## src/hw/tcx_pkg.sv

```systemverilog
/*
  Constants shared by the sixteen-bit timer/counter: register offsets,
  field positions, reset values and fixed counts.
  Assumes a 32-bit Avalon-MM slave port with byte addressing.
*/
package tcx_pkg;
  // ==========================================================
  // Register byte offsets
  localparam int TCX_ADDR_W = 5;
  localparam logic [4:0] TCX_ADR_CNT_LO = 5'h00;
  localparam logic [4:0] TCX_ADR_CNT_HI = 5'h04;
  localparam logic [4:0] TCX_ADR_CTRL = 5'h08;
  localparam logic [4:0] TCX_ADR_GATE = 5'h0C;
  localparam logic [4:0] TCX_ADR_STAT = 5'h10;
  localparam logic [4:0] TCX_ADR_MASK = 5'h14;

  // ==========================================================
  // Field positions in the control, gate and status registers
  localparam int TCX_CTL_RUN = 0;
  localparam int TCX_CTL_SYNC_N = 2;
  localparam int TCX_CTL_OSC_EN = 3;
  localparam int TCX_CTL_PS_LO = 4;
  localparam int TCX_CTL_CS_LO = 6;
  localparam int TCX_GATE_EN = 7;
  localparam int TCX_STAT_OVF = 0;

  // ==========================================================
  // Source select codes
  localparam logic [1:0] TCX_CS_INST = 2'h0;
  localparam logic [1:0] TCX_CS_SYS = 2'h1;
  localparam logic [1:0] TCX_CS_EXT = 2'h2;
  localparam logic [1:0] TCX_CS_CAP = 2'h3;

  // ==========================================================
  // Reset values and counts
  localparam logic [15:0] TCX_CNT_RST = 16'h0000;
  localparam logic [15:0] TCX_CNT_MAX = 16'hFFFF;
  localparam logic [7:0] TCX_CTRL_RST = 8'h00;
  localparam logic [1:0] TCX_INST_LAST = 2'h3;
  localparam logic [2:0] TCX_PRE_RST = 3'h0;
endpackage

```

## src/hw/tcx_edge_sync.sv

```systemverilog
/*
  Edge detector for the external count source, with an optional
  two-stage synchronizer that can be bypassed.
  Assumes the raw input is sampled on ref_clk_i.
*/
`timescale 1ns/10ps
module tcx_edge_sync (
  // Clock, reset, enable
  input wire logic ref_clk_i,
  input wire logic nrst_i,
  input wire logic ce_i,
  // Source and mode
  input wire logic raw_i,
  input wire logic bypass_i,
  // Edge pulses
  output logic rise_o,
  output logic fall_o
);
  typedef struct packed {
    logic s1;
    logic s2;
    logic prev;
  } tcx_es_state_t;

  tcx_es_state_t st_r;
  tcx_es_state_t st_nxt;
  logic sel;

  // ==========================================================
  // Path select; first stage feeds only the second stage
  assign sel = bypass_i ? raw_i : st_r.s2;
  assign rise_o = sel & ~st_r.prev;
  assign fall_o = ~sel & st_r.prev;

  // Next state
  always_comb begin
    st_nxt = st_r;
    st_nxt.s1 = raw_i;
    st_nxt.s2 = st_r.s1;
    st_nxt.prev = sel;
  end

  // State register, frozen while ce_i is low
  always_ff @(posedge ref_clk_i) begin
    if (!nrst_i) begin
      st_r <= '0;
    end else if (ce_i) begin
      st_r <= st_nxt;
    end
  end
endmodule

```

## src/hw/tcx_timer.sv

```systemverilog
/*
  Sixteen-bit timer/counter with source select, 1/2/4/8 prescaler,
  run/gate enable, optional synchronizer and overflow interrupt.
  Assumes an Avalon-MM master on ref_clk_i and gate_i from gate logic.
*/
`timescale 1ns/10ps
// Functional notes
// - 16-bit up-counter, byte writes replace live count
// - Run off stops; gate enable needs gate
// - Source select picks sys, inst, cap, pin/xtal
// - Instruction source advances once per instruction cycle
// - System clock source advances four per instruction
// - External source counts rising edges, sync or async
// - First rising edge waits for a falling edge
// - Prescaler divides 1/2/4/8, not software visible
// - Count byte write clears the prescaler
// - Oscillator enable starts crystal driver, runs asleep
// - Sync disable bypasses the synchronizer
// - Async external counting continues and wakes in sleep
// - Mode switch may lose or add one increment
// - Wrap from maximum sets the overflow flag
// - Count byte reads are always valid
module tcx_timer (
  // Clock, reset, enable
  input wire logic ref_clk_i,
  input wire logic nrst_i,
  input wire logic ce_i,
  // Avalon-MM slave
  input wire logic [tcx_pkg::TCX_ADDR_W-1:0] avm_address_i,
  input wire logic avm_read_i,
  input wire logic avm_write_i,
  input wire logic [31:0] avm_writedata_i,
  input wire logic [3:0] avm_byteenable_i,
  output logic [31:0] avm_readdata_o,
  output logic avm_waitrequest_o,
  // Count sources and system state
  input wire logic ext_count_pin_i,
  input wire logic cap_osc_i,
  input wire logic xtal_in_pin_i,
  input wire logic gate_i,
  input wire logic sleep_i,
  // Crystal driver and interrupt
  output logic xtal_out_pin_o,
  output logic irq_o
);
  import tcx_pkg::*;

  typedef struct packed {
    logic [15:0] count;
    logic [2:0] pre;
    logic [1:0] phase;
    logic [7:0] ctrl;
    logic gate_en;
    logic armed;
    logic ovf;
    logic ovf_mask;
    logic ack;
    logic wait_n;
    logic [7:0] rdata;
    logic irq;
    logic xo;
  } tcx_state_t;

  tcx_state_t st_r;
  tcx_state_t st_nxt;

  logic run;
  logic sync_n;
  logic osc_en;
  logic [1:0] ps;
  logic [1:0] cs;
  logic ext_mode;
  logic raw_src;
  logic rise;
  logic fall;
  logic take;
  logic do_wr;
  logic wr_lo;
  logic wr_hi;
  logic cnt_wr;
  logic tick;
  logic count_en;
  logic inc;

  // ==========================================================
  // Helpers
  // Last prescaler state for a code: power of two minus one
  function automatic logic [2:0] pre_last(input logic [1:0] code);
    unique case (code)
      2'h0: pre_last = 3'h0;
      2'h1: pre_last = 3'h1;
      2'h2: pre_last = 3'h3;
      2'h3: pre_last = 3'h7;
    endcase
  endfunction

  // Register read mux; unmapped addresses read zero
  function automatic logic [7:0] reg_read(input logic [4:0] adr, input tcx_state_t s);
    reg_read = 8'h00;
    unique case (adr)
      TCX_ADR_CNT_LO: reg_read = s.count[7:0];
      TCX_ADR_CNT_HI: reg_read = s.count[15:8];
      TCX_ADR_CTRL: reg_read = s.ctrl;
      TCX_ADR_GATE: reg_read = {s.gate_en, 7'h00};
      TCX_ADR_STAT: reg_read = {7'h00, s.ovf};
      TCX_ADR_MASK: reg_read = {7'h00, s.ovf_mask};
      default: reg_read = 8'h00;
    endcase
  endfunction

  // ==========================================================
  // Control field decode
  assign run = st_r.ctrl[TCX_CTL_RUN];
  assign sync_n = st_r.ctrl[TCX_CTL_SYNC_N];
  assign osc_en = st_r.ctrl[TCX_CTL_OSC_EN];
  assign ps = st_r.ctrl[TCX_CTL_PS_LO +: 2];
  assign cs = st_r.ctrl[TCX_CTL_CS_LO +: 2];
  assign ext_mode = (cs == TCX_CS_EXT) || (cs == TCX_CS_CAP);

  assign raw_src = (cs == TCX_CS_CAP) ? cap_osc_i : (osc_en ? xtal_in_pin_i : ext_count_pin_i);

  // bypass when sync disable set; two-stage path otherwise
  tcx_edge_sync u_edge (
    .ref_clk_i(ref_clk_i),
    .nrst_i(nrst_i),
    .ce_i(ce_i),
    .raw_i(raw_src),
    .bypass_i(sync_n),
    .rise_o(rise),
    .fall_o(fall)
  );

  // ==========================================================
  // Bus handshake: accept, then one cycle with waitrequest low
  assign take = (avm_read_i | avm_write_i) & ~st_r.ack;
  assign do_wr = st_r.ack & avm_write_i & avm_byteenable_i[0];
  assign wr_lo = do_wr && (avm_address_i == TCX_ADR_CNT_LO);
  assign wr_hi = do_wr && (avm_address_i == TCX_ADR_CNT_HI);
  assign cnt_wr = wr_lo | wr_hi;

  // ==========================================================
  // Count tick selection and enable
  always_comb begin
    tick = 1'b0;
    unique case (cs)
      // every system clock, four per instruction
      TCX_CS_SYS: tick = ~sleep_i;
      TCX_CS_INST: tick = ~sleep_i && (st_r.phase == TCX_INST_LAST);
      // rising edge of pin, crystal or cap oscillator
      // only once a falling edge armed it
      // async path keeps counting asleep; sync path stops
      TCX_CS_EXT, TCX_CS_CAP: tick = rise & st_r.armed & ~(sleep_i & ~sync_n);
    endcase
  end

  assign count_en = run & (~st_r.gate_en | gate_i) & tick;
  // prescaler terminal state advances the count
  assign inc = count_en && (st_r.pre >= pre_last(ps));

  // ==========================================================
  // Next state; mode switches need no special handling
  always_comb begin
    st_nxt = st_r;
    st_nxt.phase = st_r.phase + 2'h1;
    if (inc) begin
      st_nxt.count = st_r.count + 16'h0001;
    end
    if (wr_lo) begin
      st_nxt.count[7:0] = avm_writedata_i[7:0];
    end
    if (wr_hi) begin
      st_nxt.count[15:8] = avm_writedata_i[7:0];
    end
    if (cnt_wr || inc) begin
      st_nxt.pre = TCX_PRE_RST;
    end else if (count_en) begin
      st_nxt.pre = st_r.pre + 3'h1;
    end
    // disarm on write or stop, arm on falling edge
    if (cnt_wr || !run || !ext_mode) begin
      st_nxt.armed = 1'b0;
    end else if (fall) begin
      st_nxt.armed = 1'b1;
    end
    // Control, gate and mask registers
    if (do_wr && avm_address_i == TCX_ADR_CTRL) begin
      st_nxt.ctrl = avm_writedata_i[7:0];
    end
    if (do_wr && avm_address_i == TCX_ADR_GATE) begin
      st_nxt.gate_en = avm_writedata_i[TCX_GATE_EN];
    end
    if (do_wr && avm_address_i == TCX_ADR_MASK) begin
      st_nxt.ovf_mask = avm_writedata_i[TCX_STAT_OVF];
    end
    // wrap sets flag; set wins over write-one-to-clear
    if (inc && st_r.count == TCX_CNT_MAX) begin
      st_nxt.ovf = 1'b1;
    end else if (do_wr && avm_address_i == TCX_ADR_STAT && avm_writedata_i[TCX_STAT_OVF]) begin
      st_nxt.ovf = 1'b0;
    end
    // level interrupt doubles as the wake request
    st_nxt.irq = st_nxt.ovf & st_nxt.ovf_mask;
    // crystal amplifier runs whenever enabled, asleep or not
    st_nxt.xo = osc_en & ~xtal_in_pin_i;
    // Bus answer; read data latched at acceptance
    st_nxt.ack = take;
    st_nxt.wait_n = take;
    if (take) begin
      st_nxt.rdata = reg_read(avm_address_i, st_r);
    end
  end

  // State register, frozen while ce_i is low
  always_ff @(posedge ref_clk_i) begin
    if (!nrst_i) begin
      st_r <= '0;
    end else if (ce_i) begin
      st_r <= st_nxt;
    end
  end

  // ==========================================================
  // Outputs straight from flops
  assign avm_readdata_o = {24'h000000, st_r.rdata};
  assign avm_waitrequest_o = ~st_r.wait_n;
  assign irq_o = st_r.irq;
  assign xtal_out_pin_o = st_r.xo;
endmodule

```

## config.mk

```make
export PLATFORM = sky130hd
export DESIGN_NAME = tcx_timer
export DESIGN_NICKNAME = d
export VERILOG_FILES = /design/src/hw/tcx_pkg.sv /design/src/hw/tcx_edge_sync.sv /design/src/hw/tcx_timer.sv
export SDC_FILE = /design/constraint.sdc
export NUM_CORES = 1
export LEC_CHECK = 0
export BUFFER_PORTS_ARGS = -buffer_cell sky130_fd_sc_hd__buf_4
export CORE_MARGIN = 4
export CORE_UTILIZATION = 56
export CTS_CLUSTER_DIAMETER = 30
export DETAILED_ROUTE_END_ITERATION = 8
export PLACE_DENSITY = 0.85
export SLEW_MARGIN = 10
export SYNTH_ARGS = -nofsm -noshare
export SYNTH_HDL_FRONTEND = slang
export SYNTH_SLANG_ARGS = --single-unit
```

## constraint.sdc

```tcl
create_clock -name ref_clk_i -period 6.4 [get_ports ref_clk_i]
set_clock_uncertainty 0.15 [all_clocks]
set_input_delay 0.32 -clock ref_clk_i [delete_from_list [all_inputs] [get_ports ref_clk_i]]
set_output_delay 0.32 -clock ref_clk_i [all_outputs]
set_load 0.02 [all_outputs]
```

==> results.md <==
- Outcome: completed
- CTS H-Tree Depth: 2
- Routed length on met2: 3250 µm
- Clock transition at path regs: 90 ps
- Slew headroom: 42.5%
- TritonCTS Sinks: 47
- Via count: 2,681
- N_diodes: 0
- Fillers: 463
- CP required: 6440 ps
- P_leak: 1.12 nW
- Flop pwr share: 55.3%
- Final worst path period need: 2840 ps
- Clock power frac: 33.3%
- DRC violations left: 0
- Final setup vio count: 0
- Mean Syn Cell Area: 8.16 µm²
- Effective utilization at floorplan: 57.7%
- PwrDens: 172 mW/mm²
- Type of the worst setup path: flip-flop to flip-flop
- Worst-Margin Slew: 855 ps
- Total power: 539 µW
- Die ar.: 0.00645 mm²
- First-pass GRT wire length: 12,000 µm
- Final core occ: 61.9%
- Startpoint Class: flip-flop
- DR WL met3: 659 µm
- Post-DR wirelength/cell: 16.4 µm
- Worst Path Arrival: 2880 ps
- Nets: 434
- Max VDD drop: 0.120 mV
- Number of buffers inserted by hold repair at cts: 0
- Vias per cell: 5.98
- Psw: 147 µW
- Die width: 80.3 µm
- Worst-Skew Late Latency: 310 ps
- DR top layer: met4
- Int Pwr: 392 µW
- Area Overhead vs Synth: 7.17%
- Post-synth cell types: 65
- Seq/Total Area, Yosys: 32.1%
- Vias in the first global route: 2,423
- DP HPWL: 5500 µm
- Post-Route WL: 7330 µm
- CTS tree: yes
- Post-CTS resize count: 0
- Async S/R FF share, synth: 0%
- Core ar.: 0.00507 mm²
- Crit-path max FO: 11
- Initial antenna violation count: 0
- Hold crit path type: primary input to flip-flop
- Number of synthesized flops with an enable pin: 0
- Placement Cell Area: 0.00306 mm²
- M1 wire length: 3220 µm
- CTS buffer count: 5
- RSZ-0062 raised after global routing: no
- Total setup buffers inserted after CTS: 0
- Share of cells above drive strength 1: 15.3%
- Pre-Repair DR Iteration Count: 7
- Post-route cell area: 0.00314 mm²
- Combinational share of power: 11.4%
- Deepest clock path buffer count: 2
- Port bufs: 34
- Cells after Synth: 359
- Remaining antenna violation count: 0
- Final Max Slew Viols: 0
- Ys Warns: 0
- Remaining global-route overflow: 0
- Total Routing Usage GR: 23.7%
- Largest net degree at the start of global routing: 34
- Row cnt: 26
- Root buf cell: clkbuf_8
- # Max-Cap Violations: 0
- Die Ht: 80.3 µm
- Fin crit share: 44.4%
- Synthesized area: 0.00293 mm²
- Post-Route Setup TNS: 0 ps
- Yosys reg bits: 47
- Switching part of the total: 27.3%
- Top FF cell, synth: dfxtp_1
- Fin. Hold Viols: 0
- Initial drt markers: 246
- Maximum clock rate: 352 MHz
- GP Congestion: 0.989
- Io pins: 86
- Crit. End Element: flip-flop
registers in the layout, indices dropped and copies added (netlist names):
signal / cells
irq_o: 1
cs: 2
run: 1
osc_en: 1
xtal_out_pin_o: 1
st_r: 28
avm_readdata_o: 8
ps: 2
u_edge.st_nxt: 1
u_edge.st_r: 2
power by group through the flow:
stage | Combinational, mW | Sequential [mW] | Clock, mW
finish | 0.0616 | 0.298 | 0.180
floorplan | 0.0506 | 0.305 | 0
detailed placement | 0.0608 | 0.305 | 0
global placement | 0.0602 | 0.305 | 0
CTS | 0.0610 | 0.298 | 0.180
global route | 0.0676 | 0.299 | 0.189
per-stage QoR:
stage | setup WS, ps | instances | hold WS, ps
finish | 3560 | 448 | 101
global route | 3470 | 448 | 129
CTS | 3580 | 448 | 103
detailed placement | 3610 | 440 | 308
global placement | 3590 | 440 | 295
floorplan | 4140 | 382 | 286
worst max-delay path: stages (launching register included):
cell	delay (ps)
dfxtp_1	350
or2_2	300
ha_1	270
nand2b_1	110
a211o_1	160
nor4b_1	460
nand2_1	400
o311ai_0	420
a21oi_1	110
cell type report:
class | count | area (µm²) | area share, %
Clock buffer | 7 | 76.3 | 2.43
Clock inverter | 1 | 5.00 | 0.159
Inverter | 11 | 41.3 | 1.31
Multi-Input combinational cell | 276 | 1720 | 54.7
Sequential cell | 47 | 941 | 30.0
Tap cell | 70 | 87.6 | 2.79
Timing Repair Buffer | 36 | 270 | 8.61
cells by family after synthesis:
logic type,share of synthesized area (%)
flops,32.1
mux,6.53
buf+inv,12.2
compound gates,21.4
other cells,0.128
xor+xnor,0.897
fa+ha+maj,2.56
simple gates,24.2
per-layer routing:
metal / up-vias / GRT usage, %
met3: 23 / 5.83
met4: 0 / 7.43
met1: 1220 / 31.4
li1: 1299 / -
met5: - / 0
met2: 139 / 37.7
layout by cell type (no fill, tap or decap), types with 7 or more instances in the layout:
master / netlist / layout
a21oi_1: 7 / 7
a22oi_1: 12 / 12
buf_4: 32 / 36
conb_1: 1 / 24
dfxtp_1: 47 / 47
inv_1: 10 / 10
mux2i_1: 18 / 18
nand2_1: 38 / 38
nand3_1: 9 / 9
nand4_1: 8 / 8
nor2_1: 45 / 45
nor3_1: 8 / 8
o211ai_1: 8 / 8
o21ai_0: 12 / 12
final timing paths:
| path | from | to | slack (ps) | cells after the start |
|---|---|---|---|---|
| worst min-delay path | avm_writedata_i[6] | st_r[35]$_SDFFE_PN0P_ | 100 | 3 |
| worst max register to register | ps[0]$_SDFFE_PN0P_ | st_r[38]$_SDFFE_PN0P_ | 3560 | 8 |
| worst min register to register | avm_readdata_o[0]$_SDFFE_PN0P_ | avm_readdata_o[0]$_SDFFE_PN0P_ | 320 | 2 |
| worst max-delay path | ps[0]$_SDFFE_PN0P_ | st_r[38]$_SDFFE_PN0P_ | 3560 | 8 |
synth_stat cells, types with 5 or more instances:
| library cell | n | share of area, % |
|---|---|---|
| dfxtp_1 | 47 | 32 |
| nor2_1 | 45 | 5.8 |
| nand2_1 | 38 | 4.9 |
| buf_4 | 32 | 8.2 |
| mux2i_1 | 18 | 6.1 |
| a22oi_1 | 12 | 3.1 |
| o21ai_0 | 12 | 2.0 |
| inv_1 | 10 | 1.3 |
| nand3_1 | 9 | 1.5 |
| nand4_1 | 8 | 1.7 |
| nor3_1 | 8 | 1.4 |
| o211ai_1 | 8 | 2.0 |
| a21oi_1 | 7 | 1.2 |
| clkbuf_1 | 7 | 0.90 |
| a31oi_1 | 6 | 1.3 |
| ha_1 | 6 | 2.6 |
| a211oi_1 | 5 | 1.3 |
| buf_2 | 5 | 0.85 |
| o311ai_1 | 5 | 1.5 |
(Power assumes the default switching activity.)
